===== src/design/wsb_pkg.sv =====
package wsb_pkg;
	// --------------------------------------------------------------
	// clock and timing
	// --------------------------------------------------------------
	localparam int CLK_HZ = 25_000_000;
	localparam int SPACING_NUM_HZ = 12_000;
	localparam int SPACING_DEN = 8_192;
	// symbol time is den/num seconds: acc gains num each cycle,
	// a symbol ends when it reaches clk_hz * den (exact, no drift)
	localparam longint SYM_ACC_LIM_DEF = longint'(CLK_HZ) * SPACING_DEN;
	localparam int SACC_W = 38;
	localparam int SEC_CYC_DEF = CLK_HZ;
	// dit time is 1.2 s / wpm: acc gains wpm each cycle
	localparam int DIT_MS_WPM = 1_200;
	localparam int DIT_LIM_DEF = CLK_HZ / 1_000 * DIT_MS_WPM;
	localparam int TX_TIME_S = 112;
	localparam int POST_S = 7;
	localparam int MEAS_S = 4;
	localparam int SYM_COUNT = 162;
	localparam int FREQ_W = 28;
	localparam int TONE_W = FREQ_W + 13;
	// --------------------------------------------------------------
	// register offsets and reset values
	// --------------------------------------------------------------
	localparam logic [7:0] A_CTRL = 8'h00;
	localparam logic [7:0] A_FREQ = 8'h04;
	localparam logic [7:0] A_CALL_HI = 8'h08;
	localparam logic [7:0] A_CALL_LO = 8'h0C;
	localparam logic [7:0] A_GRID = 8'h10;
	localparam logic [7:0] A_POWER = 8'h14;
	localparam logic [7:0] A_SYMW = 8'h18;
	localparam logic [7:0] A_CWPAT = 8'h1C;
	localparam logic [7:0] A_CWCFG = 8'h20;
	localparam logic [7:0] A_TIME = 8'h24;
	localparam logic [7:0] A_STATUS = 8'h28;
	localparam logic [7:0] A_REFERR = 8'h2C;
	localparam logic [31:0] CTRL_RST = 32'h0004_0A00;
	localparam logic [31:0] FREQ_RST = 32'h00D7_1AF4;
	localparam logic [31:0] POWER_RST = 32'h0000_0025;
	localparam logic [31:0] CWCFG_RST = 32'h0000_1407;
	localparam logic [7:0] GPS_SYNC = 8'h24;
	// --------------------------------------------------------------
	// sequencer states
	// --------------------------------------------------------------
	typedef enum logic [2:0] {
		WSB_OFF,
		WSB_WAIT,
		WSB_WSPR,
		WSB_CW,
		WSB_POST
	} wsb_state_e;

	function automatic logic [5:0] wsb_add_min(logic [5:0] a,
		logic [5:0] b);
		logic [6:0] s;
		s = {1'b0, a} + {1'b0, b};
		if (s >= 7'd60) begin
			s = s - 7'd60;
		end
		return s[5:0];
	endfunction
endpackage


===== src/design/wsb_gps_if.sv =====
`timescale 1ns/1ps
interface wsb_gps_if;
	logic parse_en;
	logic upd;
	logic [4:0] hh;
	logic [5:0] mm;
	logic [5:0] ss;
	logic [31:0] grid;
	modport parser (input parse_en, output upd, hh, mm, ss, grid);
	modport core (output parse_en, input upd, hh, mm, ss, grid);
endinterface


===== src/design/wsb_beacon_sequencer.sv =====
`timescale 1ns/1ps
// Functional notes
// a message is 162 symbols, each 0..3, selecting the tone.
// tones are spaced 12000/8192 Hz; symbol k sits k spacings up.
// each symbol lasts the reciprocal of the spacing, about 0.683 s.
// message sends start only on an even minute of the clock; cw sends start on any slot minute, odd or even.
// configured frequency is the frequency of tone zero.
// payload holds callsign, 4-character grid and two-digit power.
// while sending, show current symbol index and tone.
// between sends, show running time and next start minute.
// second pulse from the gps measures frequency error.
// gps time sets the clock; grid comes from latitude/longitude.
// one message keeps the transmitter keyed for 1 min 52 s.
// gps data is parsed only after a send ends.
// a 4 s window after each send measures the reference.
// all post-send parsing and adjusting ends within 7 s.
// the user should not pick a 2 minute repetition period.
// the gps must be detached when used as a plain transceiver.
// with beacon enabled, beacon mode starts right after power-up.
// exit button cancels the beacon at once, even mid-send.
// leaving the menu enters beacon mode if beacon is enabled.
// transmitter stays keyed continuously through a message.
// a cw beacon mode is selectable besides the tone mode.
// cw mode repeats stored message 1 at the keyer speed.
// first start at offset minute, later ones a period apart.
// setting the clock applies the time and zeroes the seconds.
// cancel unkeys, drops remaining symbols, never resumes.
// symbol timing accumulates no drift over 162 symbols.
module wsb_beacon_sequencer #(
	parameter longint SYM_ACC_LIM = wsb_pkg::SYM_ACC_LIM_DEF,
	parameter int SEC_CYC = wsb_pkg::SEC_CYC_DEF,
	parameter int DIT_LIM = wsb_pkg::DIT_LIM_DEF
) (
	input wire logic clock,
	input wire logic rst,
	input wire logic clk_en,
	input wire logic [7:0] reg_addr,
	input wire logic [31:0] reg_wdata,
	input wire logic reg_wr,
	input wire logic reg_rd,
	output logic [31:0] reg_rdata,
	input wire logic button_exit,
	input wire logic menu_exit,
	input wire logic beacon_enable_nv,
	input wire logic gps_valid,
	input wire logic [7:0] gps_byte,
	input wire logic gps_second_pulse,
	output logic tx_key,
	output logic [wsb_pkg::TONE_W-1:0] tone_word,
	output logic [7:0] sym_idx,
	output logic [1:0] sym_tone,
	output logic beacon_active,
	output logic [4:0] time_hh,
	output logic [5:0] time_mm,
	output logic [5:0] time_ss,
	output logic [5:0] next_min,
	output logic [31:0] ref_err
);
	import wsb_pkg::*;

	// --------------------------------------------------------------
	// declarations
	// --------------------------------------------------------------
	logic [31:0] ctrl_r, ctrl_nxt;
	logic [31:0] freq_r, freq_nxt;
	logic [31:0] call_hi_r, call_hi_nxt;
	logic [31:0] call_lo_r, call_lo_nxt;
	logic [31:0] grid_r, grid_nxt;
	logic [31:0] power_r, power_nxt;
	logic [31:0] cwpat_r, cwpat_nxt;
	logic [31:0] cwcfg_r, cwcfg_nxt;
	logic [31:0] rdata_r, rdata_nxt;
	logic [1:0] sym_mem [0:SYM_COUNT-1];
	wsb_state_e st_r, st_nxt;
	logic [7:0] idx_r, idx_nxt;
	logic [1:0] tone_r, tone_nxt;
	logic key_r, key_nxt;
	logic [SACC_W-1:0] sacc_r, sacc_nxt;
	logic [6:0] tsec_r, tsec_nxt;
	logic [5:0] nmin_r, nmin_nxt;
	logic [2:0] post_r, post_nxt;
	logic [4:0] cwi_r, cwi_nxt;
	logic [31:0] dacc_r, dacc_nxt;
	logic boot_r, boot_nxt;
	logic [TONE_W-1:0] word_r, word_nxt;
	logic pps_d_r, pps_d_nxt;
	logic pps_seen_r, pps_seen_nxt;
	logic [31:0] pcnt_r, pcnt_nxt;
	logic [31:0] perr_r, perr_nxt;
	logic [4:0] hh;
	logic [5:0] mm, ss;
	logic sec_tick;
	logic time_set;
	logic meas_on;
	logic cw_mode;
	logic [5:0] frame;
	logic [5:0] start_min;
	logic [5:0] wpm;
	logic [4:0] cw_last;
	logic sym_wr;

	wsb_gps_if gif ();

	assign cw_mode = ctrl_r[0];
	assign frame = ctrl_r[13:8];
	assign start_min = ctrl_r[21:16];
	assign wpm = cwcfg_r[13:8];
	assign cw_last = cwcfg_r[4:0];
	assign time_set = reg_wr && reg_addr == A_TIME;
	assign sym_wr = reg_wr && reg_addr == A_SYMW;

	// --------------------------------------------------------------
	// clock and gps
	// --------------------------------------------------------------
	// parser is gated here so that bytes on the shared pins during a
	// send are never taken as time or position
	assign gif.parse_en = st_r == WSB_POST;

	wsb_gps_parser u_gps (
		.clock(clock),
		.rst(rst),
		.clk_en(clk_en),
		.gps_valid(gps_valid),
		.gps_byte(gps_byte),
		.gif(gif)
	);

	wsb_rtc #(
		.SEC_CYC(SEC_CYC)
	) u_rtc (
		.clock(clock),
		.rst(rst),
		.clk_en(clk_en),
		.set(time_set),
		.set_hh(reg_wdata[20:16]),
		.set_mm(reg_wdata[13:8]),
		.load(gif.upd),
		.load_hh(gif.hh),
		.load_mm(gif.mm),
		.load_ss(gif.ss),
		.hh_r(hh),
		.mm_r(mm),
		.ss_r(ss),
		.tick_r(sec_tick)
	);

	// --------------------------------------------------------------
	// register file
	// --------------------------------------------------------------
	always_comb begin
		ctrl_nxt = ctrl_r;
		freq_nxt = freq_r;
		call_hi_nxt = call_hi_r;
		call_lo_nxt = call_lo_r;
		grid_nxt = grid_r;
		power_nxt = power_r;
		cwpat_nxt = cwpat_r;
		cwcfg_nxt = cwcfg_r;
		rdata_nxt = 32'h0;
		if (reg_wr) begin
			case (reg_addr)
				A_CTRL: ctrl_nxt = reg_wdata & 32'h003F_3F01;
				A_FREQ: freq_nxt = {4'h0, reg_wdata[FREQ_W-1:0]};
				A_CALL_HI: call_hi_nxt = {16'h0, reg_wdata[15:0]};
				A_CALL_LO: call_lo_nxt = reg_wdata;
				A_GRID: grid_nxt = reg_wdata;
				A_POWER: power_nxt = {25'h0, reg_wdata[6:0]};
				A_CWPAT: cwpat_nxt = reg_wdata;
				A_CWCFG: cwcfg_nxt = reg_wdata & 32'h0000_3F1F;
				default: ;
			endcase
		end
		// a fresh fix overrides a grid typed in by hand
		if (gif.upd) begin
			grid_nxt = gif.grid;
		end
		if (reg_rd) begin
			case (reg_addr)
				A_CTRL: rdata_nxt = ctrl_r;
				A_FREQ: rdata_nxt = freq_r;
				A_CALL_HI: rdata_nxt = call_hi_r;
				A_CALL_LO: rdata_nxt = call_lo_r;
				A_GRID: rdata_nxt = grid_r;
				A_POWER: rdata_nxt = power_r;
				A_CWPAT: rdata_nxt = cwpat_r;
				A_CWCFG: rdata_nxt = cwcfg_r;
				A_TIME: rdata_nxt = {11'h0, hh, 2'h0, mm, 2'h0, ss};
				A_STATUS: rdata_nxt = {2'h0, nmin_r, 6'h0, tone_r, idx_r,
					3'h0, key_r, 1'b0, st_r};
				A_REFERR: rdata_nxt = perr_r;
				default: rdata_nxt = 32'h0;
			endcase
		end
	end

	always_ff @(posedge clock) begin
		if (rst) begin
			ctrl_r <= CTRL_RST;
			freq_r <= FREQ_RST;
			call_hi_r <= 32'h0;
			call_lo_r <= 32'h0;
			grid_r <= 32'h0;
			power_r <= POWER_RST;
			cwpat_r <= 32'h0;
			cwcfg_r <= CWCFG_RST;
			rdata_r <= 32'h0;
		end else if (clk_en) begin
			ctrl_r <= ctrl_nxt;
			freq_r <= freq_nxt;
			call_hi_r <= call_hi_nxt;
			call_lo_r <= call_lo_nxt;
			grid_r <= grid_nxt;
			power_r <= power_nxt;
			cwpat_r <= cwpat_nxt;
			cwcfg_r <= cwcfg_nxt;
			rdata_r <= rdata_nxt;
		end
	end

	// symbol store, loaded by software with the encoded message
	always_ff @(posedge clock) begin
		if (clk_en && sym_wr && reg_wdata[23:16] < 8'(SYM_COUNT)) begin
			sym_mem[reg_wdata[23:16]] <= reg_wdata[1:0];
		end
	end

	// --------------------------------------------------------------
	// sequencer
	// --------------------------------------------------------------
	always_comb begin
		st_nxt = st_r;
		idx_nxt = idx_r;
		tone_nxt = tone_r;
		key_nxt = key_r;
		sacc_nxt = sacc_r;
		tsec_nxt = tsec_r;
		nmin_nxt = nmin_r;
		post_nxt = post_r;
		cwi_nxt = cwi_r;
		dacc_nxt = dacc_r;
		boot_nxt = 1'b0;
		case (st_r)
			WSB_OFF: begin
				if ((boot_r || menu_exit) && beacon_enable_nv) begin
					st_nxt = WSB_WAIT;
					nmin_nxt = start_min;
				end
			end
			WSB_WAIT: begin
				if (sec_tick && ss == 6'd0 && mm == nmin_r) begin
					nmin_nxt = wsb_add_min(nmin_r, frame);
					idx_nxt = 8'd0;
					sacc_nxt = '0;
					tsec_nxt = 7'd0;
					cwi_nxt = 5'd0;
					dacc_nxt = 32'd0;
					if (cw_mode) begin
						st_nxt = WSB_CW;
						key_nxt = cwpat_r[0];
					end else if (!mm[0]) begin
						st_nxt = WSB_WSPR;
						key_nxt = 1'b1;
						tone_nxt = sym_mem[0];
					end
				end
			end
			WSB_WSPR: begin
				key_nxt = 1'b1;
				// exact rational step: no drift however long the message
				if (sacc_r + SACC_W'(SPACING_NUM_HZ) >=
					SACC_W'(SYM_ACC_LIM)) begin
					sacc_nxt = sacc_r + SACC_W'(SPACING_NUM_HZ)
						- SACC_W'(SYM_ACC_LIM);
					if (idx_r < 8'(SYM_COUNT - 1)) begin
						idx_nxt = idx_r + 8'd1;
						tone_nxt = sym_mem[idx_r + 8'd1];
					end
				end else begin
					sacc_nxt = sacc_r + SACC_W'(SPACING_NUM_HZ);
				end
				if (sec_tick) begin
					tsec_nxt = tsec_r + 7'd1;
					if (tsec_r == 7'(TX_TIME_S - 1)) begin
						st_nxt = WSB_POST;
						key_nxt = 1'b0;
						post_nxt = 3'd0;
					end
				end
			end
			WSB_CW: begin
				if (dacc_r + 32'(wpm) >= 32'(DIT_LIM)) begin
					dacc_nxt = dacc_r + 32'(wpm) - 32'(DIT_LIM);
					if (cwi_r == cw_last) begin
						st_nxt = WSB_POST;
						key_nxt = 1'b0;
						post_nxt = 3'd0;
					end else begin
						cwi_nxt = cwi_r + 5'd1;
						key_nxt = cwpat_r[cwi_r + 5'd1];
					end
				end else begin
					dacc_nxt = dacc_r + 32'(wpm);
				end
			end
			WSB_POST: begin
				key_nxt = 1'b0;
				if (sec_tick) begin
					post_nxt = post_r + 3'd1;
					if (post_r == 3'(POST_S - 1)) begin
						st_nxt = WSB_WAIT;
					end
				end
			end
			default: begin
				st_nxt = WSB_OFF;
				key_nxt = 1'b0;
			end
		endcase
		// cancel beats everything; no state is kept to resume from
		if (button_exit) begin
			st_nxt = WSB_OFF;
			key_nxt = 1'b0;
			idx_nxt = 8'd0;
			tone_nxt = 2'd0;
		end
		word_nxt = {freq_r[FREQ_W-1:0], 13'h0} +
			TONE_W'(tone_nxt) * TONE_W'(SPACING_NUM_HZ);
	end

	always_ff @(posedge clock) begin
		if (rst) begin
			st_r <= WSB_OFF;
			idx_r <= 8'd0;
			tone_r <= 2'd0;
			key_r <= 1'b0;
			sacc_r <= '0;
			tsec_r <= 7'd0;
			nmin_r <= 6'd0;
			post_r <= 3'd0;
			cwi_r <= 5'd0;
			dacc_r <= 32'd0;
			boot_r <= 1'b1;
			word_r <= '0;
		end else if (clk_en) begin
			st_r <= st_nxt;
			idx_r <= idx_nxt;
			tone_r <= tone_nxt;
			key_r <= key_nxt;
			sacc_r <= sacc_nxt;
			tsec_r <= tsec_nxt;
			nmin_r <= nmin_nxt;
			post_r <= post_nxt;
			cwi_r <= cwi_nxt;
			dacc_r <= dacc_nxt;
			boot_r <= boot_nxt;
			word_r <= word_nxt;
		end
	end

	// --------------------------------------------------------------
	// reference measurement against the second pulse
	// --------------------------------------------------------------
	// error is cycles counted between pulses minus nominal; first
	// pulse of the window only arms the counter
	assign meas_on = st_r == WSB_POST && post_r < 3'(MEAS_S);

	always_comb begin
		pps_d_nxt = gps_second_pulse;
		pps_seen_nxt = pps_seen_r;
		pcnt_nxt = pcnt_r + 32'd1;
		perr_nxt = perr_r;
		if (!meas_on) begin
			pps_seen_nxt = 1'b0;
			pcnt_nxt = 32'd0;
		end else if (gps_second_pulse && !pps_d_r) begin
			if (pps_seen_r) begin
				perr_nxt = pcnt_r - 32'(SEC_CYC);
			end
			pps_seen_nxt = 1'b1;
			pcnt_nxt = 32'd1;
		end
	end

	always_ff @(posedge clock) begin
		if (rst) begin
			pps_d_r <= 1'b0;
			pps_seen_r <= 1'b0;
			pcnt_r <= 32'd0;
			perr_r <= 32'd0;
		end else if (clk_en) begin
			pps_d_r <= pps_d_nxt;
			pps_seen_r <= pps_seen_nxt;
			pcnt_r <= pcnt_nxt;
			perr_r <= perr_nxt;
		end
	end

	// --------------------------------------------------------------
	// outputs
	// --------------------------------------------------------------
	assign reg_rdata = rdata_r;
	assign tx_key = key_r;
	assign tone_word = word_r;
	assign sym_idx = idx_r;
	assign sym_tone = tone_r;
	assign beacon_active = st_r != WSB_OFF;
	assign time_hh = hh;
	assign time_mm = mm;
	assign time_ss = ss;
	assign next_min = nmin_r;
	assign ref_err = perr_r;
endmodule // wsb_beacon_sequencer


===== src/design/wsb_rtc.sv =====
`timescale 1ns/1ps
module wsb_rtc #(
	parameter int SEC_CYC = wsb_pkg::SEC_CYC_DEF
) (
	input wire logic clock,
	input wire logic rst,
	input wire logic clk_en,
	input wire logic set,
	input wire logic [4:0] set_hh,
	input wire logic [5:0] set_mm,
	input wire logic load,
	input wire logic [4:0] load_hh,
	input wire logic [5:0] load_mm,
	input wire logic [5:0] load_ss,
	output logic [4:0] hh_r,
	output logic [5:0] mm_r,
	output logic [5:0] ss_r,
	output logic tick_r
);
	import wsb_pkg::*;
	logic [31:0] sub_r, sub_nxt;
	logic [4:0] hh_nxt;
	logic [5:0] mm_nxt, ss_nxt;
	logic tick_nxt;

	always_comb begin
		sub_nxt = sub_r + 32'd1;
		hh_nxt = hh_r;
		mm_nxt = mm_r;
		ss_nxt = ss_r;
		tick_nxt = 1'b0;
		if (set) begin
			hh_nxt = set_hh;
			mm_nxt = set_mm;
			ss_nxt = 6'd0;
			sub_nxt = 32'd0;
		end else if (load) begin
			hh_nxt = load_hh;
			mm_nxt = load_mm;
			ss_nxt = load_ss;
			sub_nxt = 32'd0;
		end else if (sub_r >= 32'(SEC_CYC - 1)) begin
			sub_nxt = 32'd0;
			tick_nxt = 1'b1;
			ss_nxt = ss_r + 6'd1;
			if (ss_r == 6'd59) begin
				ss_nxt = 6'd0;
				mm_nxt = wsb_add_min(mm_r, 6'd1);
				if (mm_r == 6'd59) begin
					hh_nxt = (hh_r == 5'd23) ? 5'd0 : hh_r + 5'd1;
				end
			end
		end
	end

	always_ff @(posedge clock) begin
		if (rst) begin
			sub_r <= 32'd0;
			hh_r <= 5'd0;
			mm_r <= 6'd0;
			ss_r <= 6'd0;
			tick_r <= 1'b0;
		end else if (clk_en) begin
			sub_r <= sub_nxt;
			hh_r <= hh_nxt;
			mm_r <= mm_nxt;
			ss_r <= ss_nxt;
			tick_r <= tick_nxt;
		end
	end
endmodule // wsb_rtc


===== src/design/wsb_gps_parser.sv =====
`timescale 1ns/1ps
module wsb_gps_parser (
	input wire logic clock,
	input wire logic rst,
	input wire logic clk_en,
	input wire logic gps_valid,
	input wire logic [7:0] gps_byte,
	wsb_gps_if.parser gif
);
	import wsb_pkg::*;
	logic [2:0] cnt_r, cnt_nxt;
	logic [7:0] b_r [0:4];
	logic [7:0] b_nxt [0:4];
	logic upd_nxt;
	logic [31:0] grid_nxt;

	// lon is degrees east plus 180, lat is degrees north plus 90
	function automatic logic [31:0] grid_of(logic [8:0] lon,
		logic [7:0] lat);
		logic [7:0] f1, s1, f2, s2;
		f1 = 8'h41 + 8'(lon / 9'd20);
		s1 = 8'h30 + 8'((lon % 9'd20) / 9'd2);
		f2 = 8'h41 + lat / 8'd10;
		s2 = 8'h30 + lat % 8'd10;
		return {f1, f2, s1, s2};
	endfunction

	// frame: sync, hh, mm, ss, lon_hi, lon_lo, lat
	always_comb begin
		cnt_nxt = cnt_r;
		b_nxt = b_r;
		upd_nxt = 1'b0;
		grid_nxt = gif.grid;
		if (!gif.parse_en) begin
			cnt_nxt = 3'd0;
		end else if (gps_valid) begin
			if (cnt_r == 3'd0) begin
				cnt_nxt = (gps_byte == GPS_SYNC) ? 3'd1 : 3'd0;
			end else if (cnt_r == 3'd6) begin
				cnt_nxt = 3'd0;
				upd_nxt = 1'b1;
				grid_nxt = grid_of({b_r[3][0], b_r[4]}, gps_byte);
			end else begin
				b_nxt[cnt_r - 3'd1] = gps_byte;
				cnt_nxt = cnt_r + 3'd1;
			end
		end
	end

	always_ff @(posedge clock) begin
		if (rst) begin
			cnt_r <= 3'd0;
			b_r <= '{default: 8'h00};
			gif.upd <= 1'b0;
			gif.grid <= 32'h0;
		end else if (clk_en) begin
			cnt_r <= cnt_nxt;
			b_r <= b_nxt;
			gif.upd <= upd_nxt;
			gif.grid <= grid_nxt;
		end
	end

	assign gif.hh = b_r[0][4:0];
	assign gif.mm = b_r[1][5:0];
	assign gif.ss = b_r[2][5:0];
endmodule // wsb_gps_parser


===== config.mk =====
export PLATFORM = sky130hd
export DESIGN_NAME = wsb_beacon_sequencer
export DESIGN_NICKNAME = d
export VERILOG_FILES = /design/src/design/wsb_pkg.sv /design/src/design/wsb_gps_if.sv /design/src/design/wsb_beacon_sequencer.sv /design/src/design/wsb_rtc.sv /design/src/design/wsb_gps_parser.sv
export SDC_FILE = /design/constraint.sdc
export NUM_CORES = 2
export LEC_CHECK = 0
export BUFFER_PORTS_ARGS = -buffer_cell sky130_fd_sc_hd__buf_2
export CAP_MARGIN = 40
export CORE_MARGIN = 3
export CORE_UTILIZATION = 50
export CTS_BUF_LIST = sky130_fd_sc_hd__clkbuf_4 sky130_fd_sc_hd__clkbuf_8
export DETAILED_ROUTE_END_ITERATION = 8
export PLACE_DENSITY = 0.64
export SLEW_MARGIN = 20
export SYNTH_ARGS = -nofsm -noshare
export SYNTH_HDL_FRONTEND = slang
export SYNTH_SLANG_ARGS = --single-unit

===== constraint.sdc =====
create_clock -name clock -period 19.05 [get_ports clock]
set_clock_uncertainty 0.1 [all_clocks]
set_input_delay 2.8575 -clock clock [delete_from_list [all_inputs] [get_ports clock]]
set_output_delay 2.8575 -clock clock [all_outputs]
set_load 0.03 [all_outputs]

==> out/summary.log <==
[global_route] initial antenna violation count 12
[sta] Max-Slew Margin vs Limit 34.40%
[routing] remaining antenna violation count after routing 0
[global_route] pin count of the biggest net entering global routing 134
[sta] setup tns final 0 ps
[run] max_cap viols 0
[global_route] Overflow after GRT 0
[synth] number of storage elements in the synthesis netlist 834
[cts] post-CTS repair timing setup buffer count 0
[synth] complex-gate fraction of the synthesized area 14.79%
[global_route] overall routing resource usage 29.20%
[cts] clock-pin slew on the worst setup and hold paths 70 ps
[sta] final setup violation count 0
[critical_path] critical path class reg -> reg
[routing] per-cell via count in the routed design 6.104
[sta] shortest period the worst path allows 6954 ps
[worst_hold_path] worst hold path endpoint call_lo_r[18]
[routing] residual DRC count 0
[synth] dominant combinational cell family by area after synthesis simple AND/OR/NAND/NOR gates
[sta] number of failing hold endpoints at the final stage 0
[cells_and_area] Total Nets Final 4421
[routing] iteration-0 DRC count of the detailed router 3697
[cts] Root Buffer Master sky130_fd_sc_hd__clkbuf_8
[cts] clock tree from TritonCTS yes
[cells_and_area] share of post-route cells with drive strength above 1 15.89%
[die] area of the core 79520 µm²
[cts] maximum clock path buffer count 3
[cts] Resized cells post-CTS 0
[synth] Netlist Area Pre-Place 40430 µm²
[routing] post-detailed-routing wire length 126000 µm
[place] Port Buffer Count 192
[critical_path] CP Capture Type flop
[cts] number of CTS-inserted buffers 144
[die] initial cell density of the core 50.84%
[power] leak pwr 0.01526 µW
[synth] Yosys cell types 101
[synth] number of enable flip-flop cells after synthesis 324
[sta] unrepaired setup endpoints after global routing false
[routing] total vias in the final route 33400
[die] Die Outline Area 84300 µm²
[cells_and_area] Core Util, Final 57.34%
[cts] clk_lat worst skew 830 ps
[global_route] wire length of the first global-routing pass 191900 µm
[critical_path] launching element of the worst setup path sym_idx[0]
[die] floorplan row count 103
[routing] total iterations of the first detailed-routing run 8
[synth] flip-flop cell with the highest count after synthesis sky130_fd_sc_hd__dfxtp_1
[cells_and_area] count of placed standard cells in the final layout, fillers left out 5472
[die] die height 290.3 µm
[status] run status finished clean
[critical_path] startpoint of the worst register-to-register path sym_idx[0]
[cts] TritonCTS sink count 834
[cts] number of buffers inserted by hold repair at cts 0
[cells_and_area] count of fill cells added during filler insertion 6962
[worst_hold_path] launch instance of the worst min-delay path call_lo_r[18]
[power] maximum resistive drop on vdd 0.00006228 V
[critical_path] arrival time reported for the critical path endpoint 7560 ps
[power] power density cells 82.20 nW/µm²
[critical_path] worst reg-to-reg path cell count 20
[global_route] number of global-route vias before repair 31350
[synth] mux contribution to synthesized area 8.413%
[critical_path] endpoint of the most critical register-to-register path tone_word[39]
[cells_and_area] Area Overhead vs Synth 12.79%
[synth] fraction of the yosys area taken by sequential cells 49.32%
[critical_path] nature of the critical path startpoint flop
[sta] final critical-path share of the clock period 36.50%
[synth] simple-gate share of the synthesized area 17.99%
[sta] Worst Tran Pin Value 984.0 ps
[routing] routed wirelength normalized by instance count 23.03 µm
[power] overall power of the completed layout 3748 µW
[critical_path] critical path data required time 19650 ps
[place] global placement routability congestion 0.9614
[cts] level count of the clock H-tree 4
[synth] syn_area_per_cell 9.673 µm²
[worst_hold_path] min-delay worst type reg -> reg
[critical_path] flop-to-flop setup slack 12100 ps
[place] final HPWL from detailed placement 85700 µm
[synth] Synth Warn # 0
[place] number of placed instances with taps included 5204
[critical_path] largest driver fanout on the critical path 49
[sta] Final Max Slew Viols 0
[die] I/O Pins 198
[die] width of the die 290.3 µm
[synth] Synth Instances 4179
[synth] share of async-settable or async-resettable flops after synthesis 0%
[synth] xor/xnor cell area share of the yosys netlist 4.008%
[synth] post-synthesis share of cell area spent on full adders, half adders and majority gates 1.801%
[worst_hold_path] Hold Path Depth 2
[sta] highest clock frequency the design can meet 143.8 MHz
==> worst max-delay path by stage <==
stage	endpoint	cells after the start	slack, ps
final	tone_word[39]	20	12100
after global routing	tone_word[36]	20	11630
after global placement	tone_word[36]	19	12140
after detailed placement	tone_word[36]	20	12120
after CTS	tone_word[36]	20	12050
after floorplan	tone_word[36]	24	12490
==> where the power goes <==
part / switching [µW] / total [µW] / leakage (µW) / internal [µW]
Clock: 772 / 1750 / 0.00163 / 975
Combinational: 104 / 138 / 0.00661 / 33.9
Sequential: 7.09 / 1860 / 0.00703 / 1860
==> synth_stat cells (51+ instances only) <==
cell type,instances,share of area [%]
sky130_fd_sc_hd__a22oi_1,74,1.4
sky130_fd_sc_hd__mux2i_1,81,2.0
sky130_fd_sc_hd__xor2_1,82,1.8
sky130_fd_sc_hd__nand3_1,130,1.6
sky130_fd_sc_hd__nor2_1,591,5.5
sky130_fd_sc_hd__a211oi_1,101,1.9
sky130_fd_sc_hd__a21oi_1,321,4.0
sky130_fd_sc_hd__dfxtp_1,510,25
sky130_fd_sc_hd__ha_1,51,1.6
sky130_fd_sc_hd__inv_1,76,0.71
sky130_fd_sc_hd__xnor2_1,103,2.2
sky130_fd_sc_hd__o21ai_0,102,1.3
sky130_fd_sc_hd__nand2_1,538,5.0
sky130_fd_sc_hd__nor3_1,98,1.2
sky130_fd_sc_hd__edfxtp_1,324,24
sky130_fd_sc_hd__clkbuf_1,241,2.2
sky130_fd_sc_hd__nand4_1,58,0.90
sky130_fd_sc_hd__mux4_2,112,6.2
==> area by class of cell <==
type	instances	area, µm²	area share, %
Sequential cell	834	19950	43.75
Multi-Input combinational cell	2981	19140	41.99
Clock buffer	215	2659	5.831
Timing Repair Buffer	270	1799	3.946
Tap cell	1050	1314	2.881
Clock inverter	41	432.9	0.9495
Inverter	78	292.8	0.6421
Antenna cell	3	7.507	0.01646
==> metal layers <==
layer,global-route usage (%),vias up,share of wire [%]
li1,-,15510,-
met1,40.97,16050,43
met2,44.55,1570,44
met3,5.983,253,9.2
met4,11.38,10,3.7
met5,0,-,0.056
==> cell usage in the layout, fill, tap and decap left out, drive strengths merged, types with 74 or more instances in the layout <==
master | synthesis | layout
clkbuf | 245 | 215
a21oi | 325 | 325
mux4 | 112 | 112
a211oi | 101 | 101
o21ai | 110 | 110
dfxtp | 510 | 510
nand3 | 131 | 131
xor2 | 82 | 82
inv | 76 | 90
nor2 | 591 | 591
edfxtp | 324 | 324
buf | 47 | 270
mux2i | 81 | 81
nor3 | 98 | 98
a22oi | 74 | 74
xnor2 | 103 | 103
nand2 | 538 | 538
==> kinds of logic (layout without fill, tap and decap cells) <==
group           count (synthesis)  in the layout
simple gates                 1633           1633
compound gates                899            899
flops                         834            834
buf+inv                       370            604
mux                           199            199
xor+xnor                      185            185
fa+ha+maj                      57             57
other cells                     2             11
==> sequential cells by signal, indices dropped and copies added (netlist names), 32 cells and up <==
signal,flops
call_lo_r,32
grid_r,32
reg_rdata,32
sym_mem,324
cwpat_r,32
tone_word,32
u_rtc.sub_r,32
pcnt_r,32
sacc_r,33
ref_err,32
dacc_r,32
==> per-stage QoR <==
stage / hold WS (ps) / cell area [µm²] / setup slack (ps)
final: 354.2 / 45600 / 12100
after floorplan: 325.2 / 40450 / 12490
after global placement: 340.9 / 42050 / 12140
after global routing: 366.6 / 45600 / 11630
after CTS: 354.2 / 45460 / 12050
after detailed placement: 346.7 / 42370 / 12120
==> critical path, cell delays in order, from the launching register on <==
cell and delay [ps]:
sky130_fd_sc_hd__dfxtp_4 810, sky130_fd_sc_hd__inv_1 230, sky130_fd_sc_hd__ha_4 660, sky130_fd_sc_hd__buf_16 300, sky130_fd_sc_hd__mux4_2 360, sky130_fd_sc_hd__mux4_2 490, sky130_fd_sc_hd__mux4_2 540, sky130_fd_sc_hd__mux2i_1 250
sky130_fd_sc_hd__a21oi_1 140, sky130_fd_sc_hd__a32o_1 320, sky130_fd_sc_hd__o21bai_1 270, sky130_fd_sc_hd__ha_1 210, sky130_fd_sc_hd__ha_1 170, sky130_fd_sc_hd__fa_1 210, sky130_fd_sc_hd__a21oi_1 100, sky130_fd_sc_hd__nor2_1 390
sky130_fd_sc_hd__nand4_1 320, sky130_fd_sc_hd__nor2_1 360, sky130_fd_sc_hd__nand4_1 150, sky130_fd_sc_hd__xor2_1 170, sky130_fd_sc_hd__a211oi_1 240
Power figures use the tool's default switching activity.
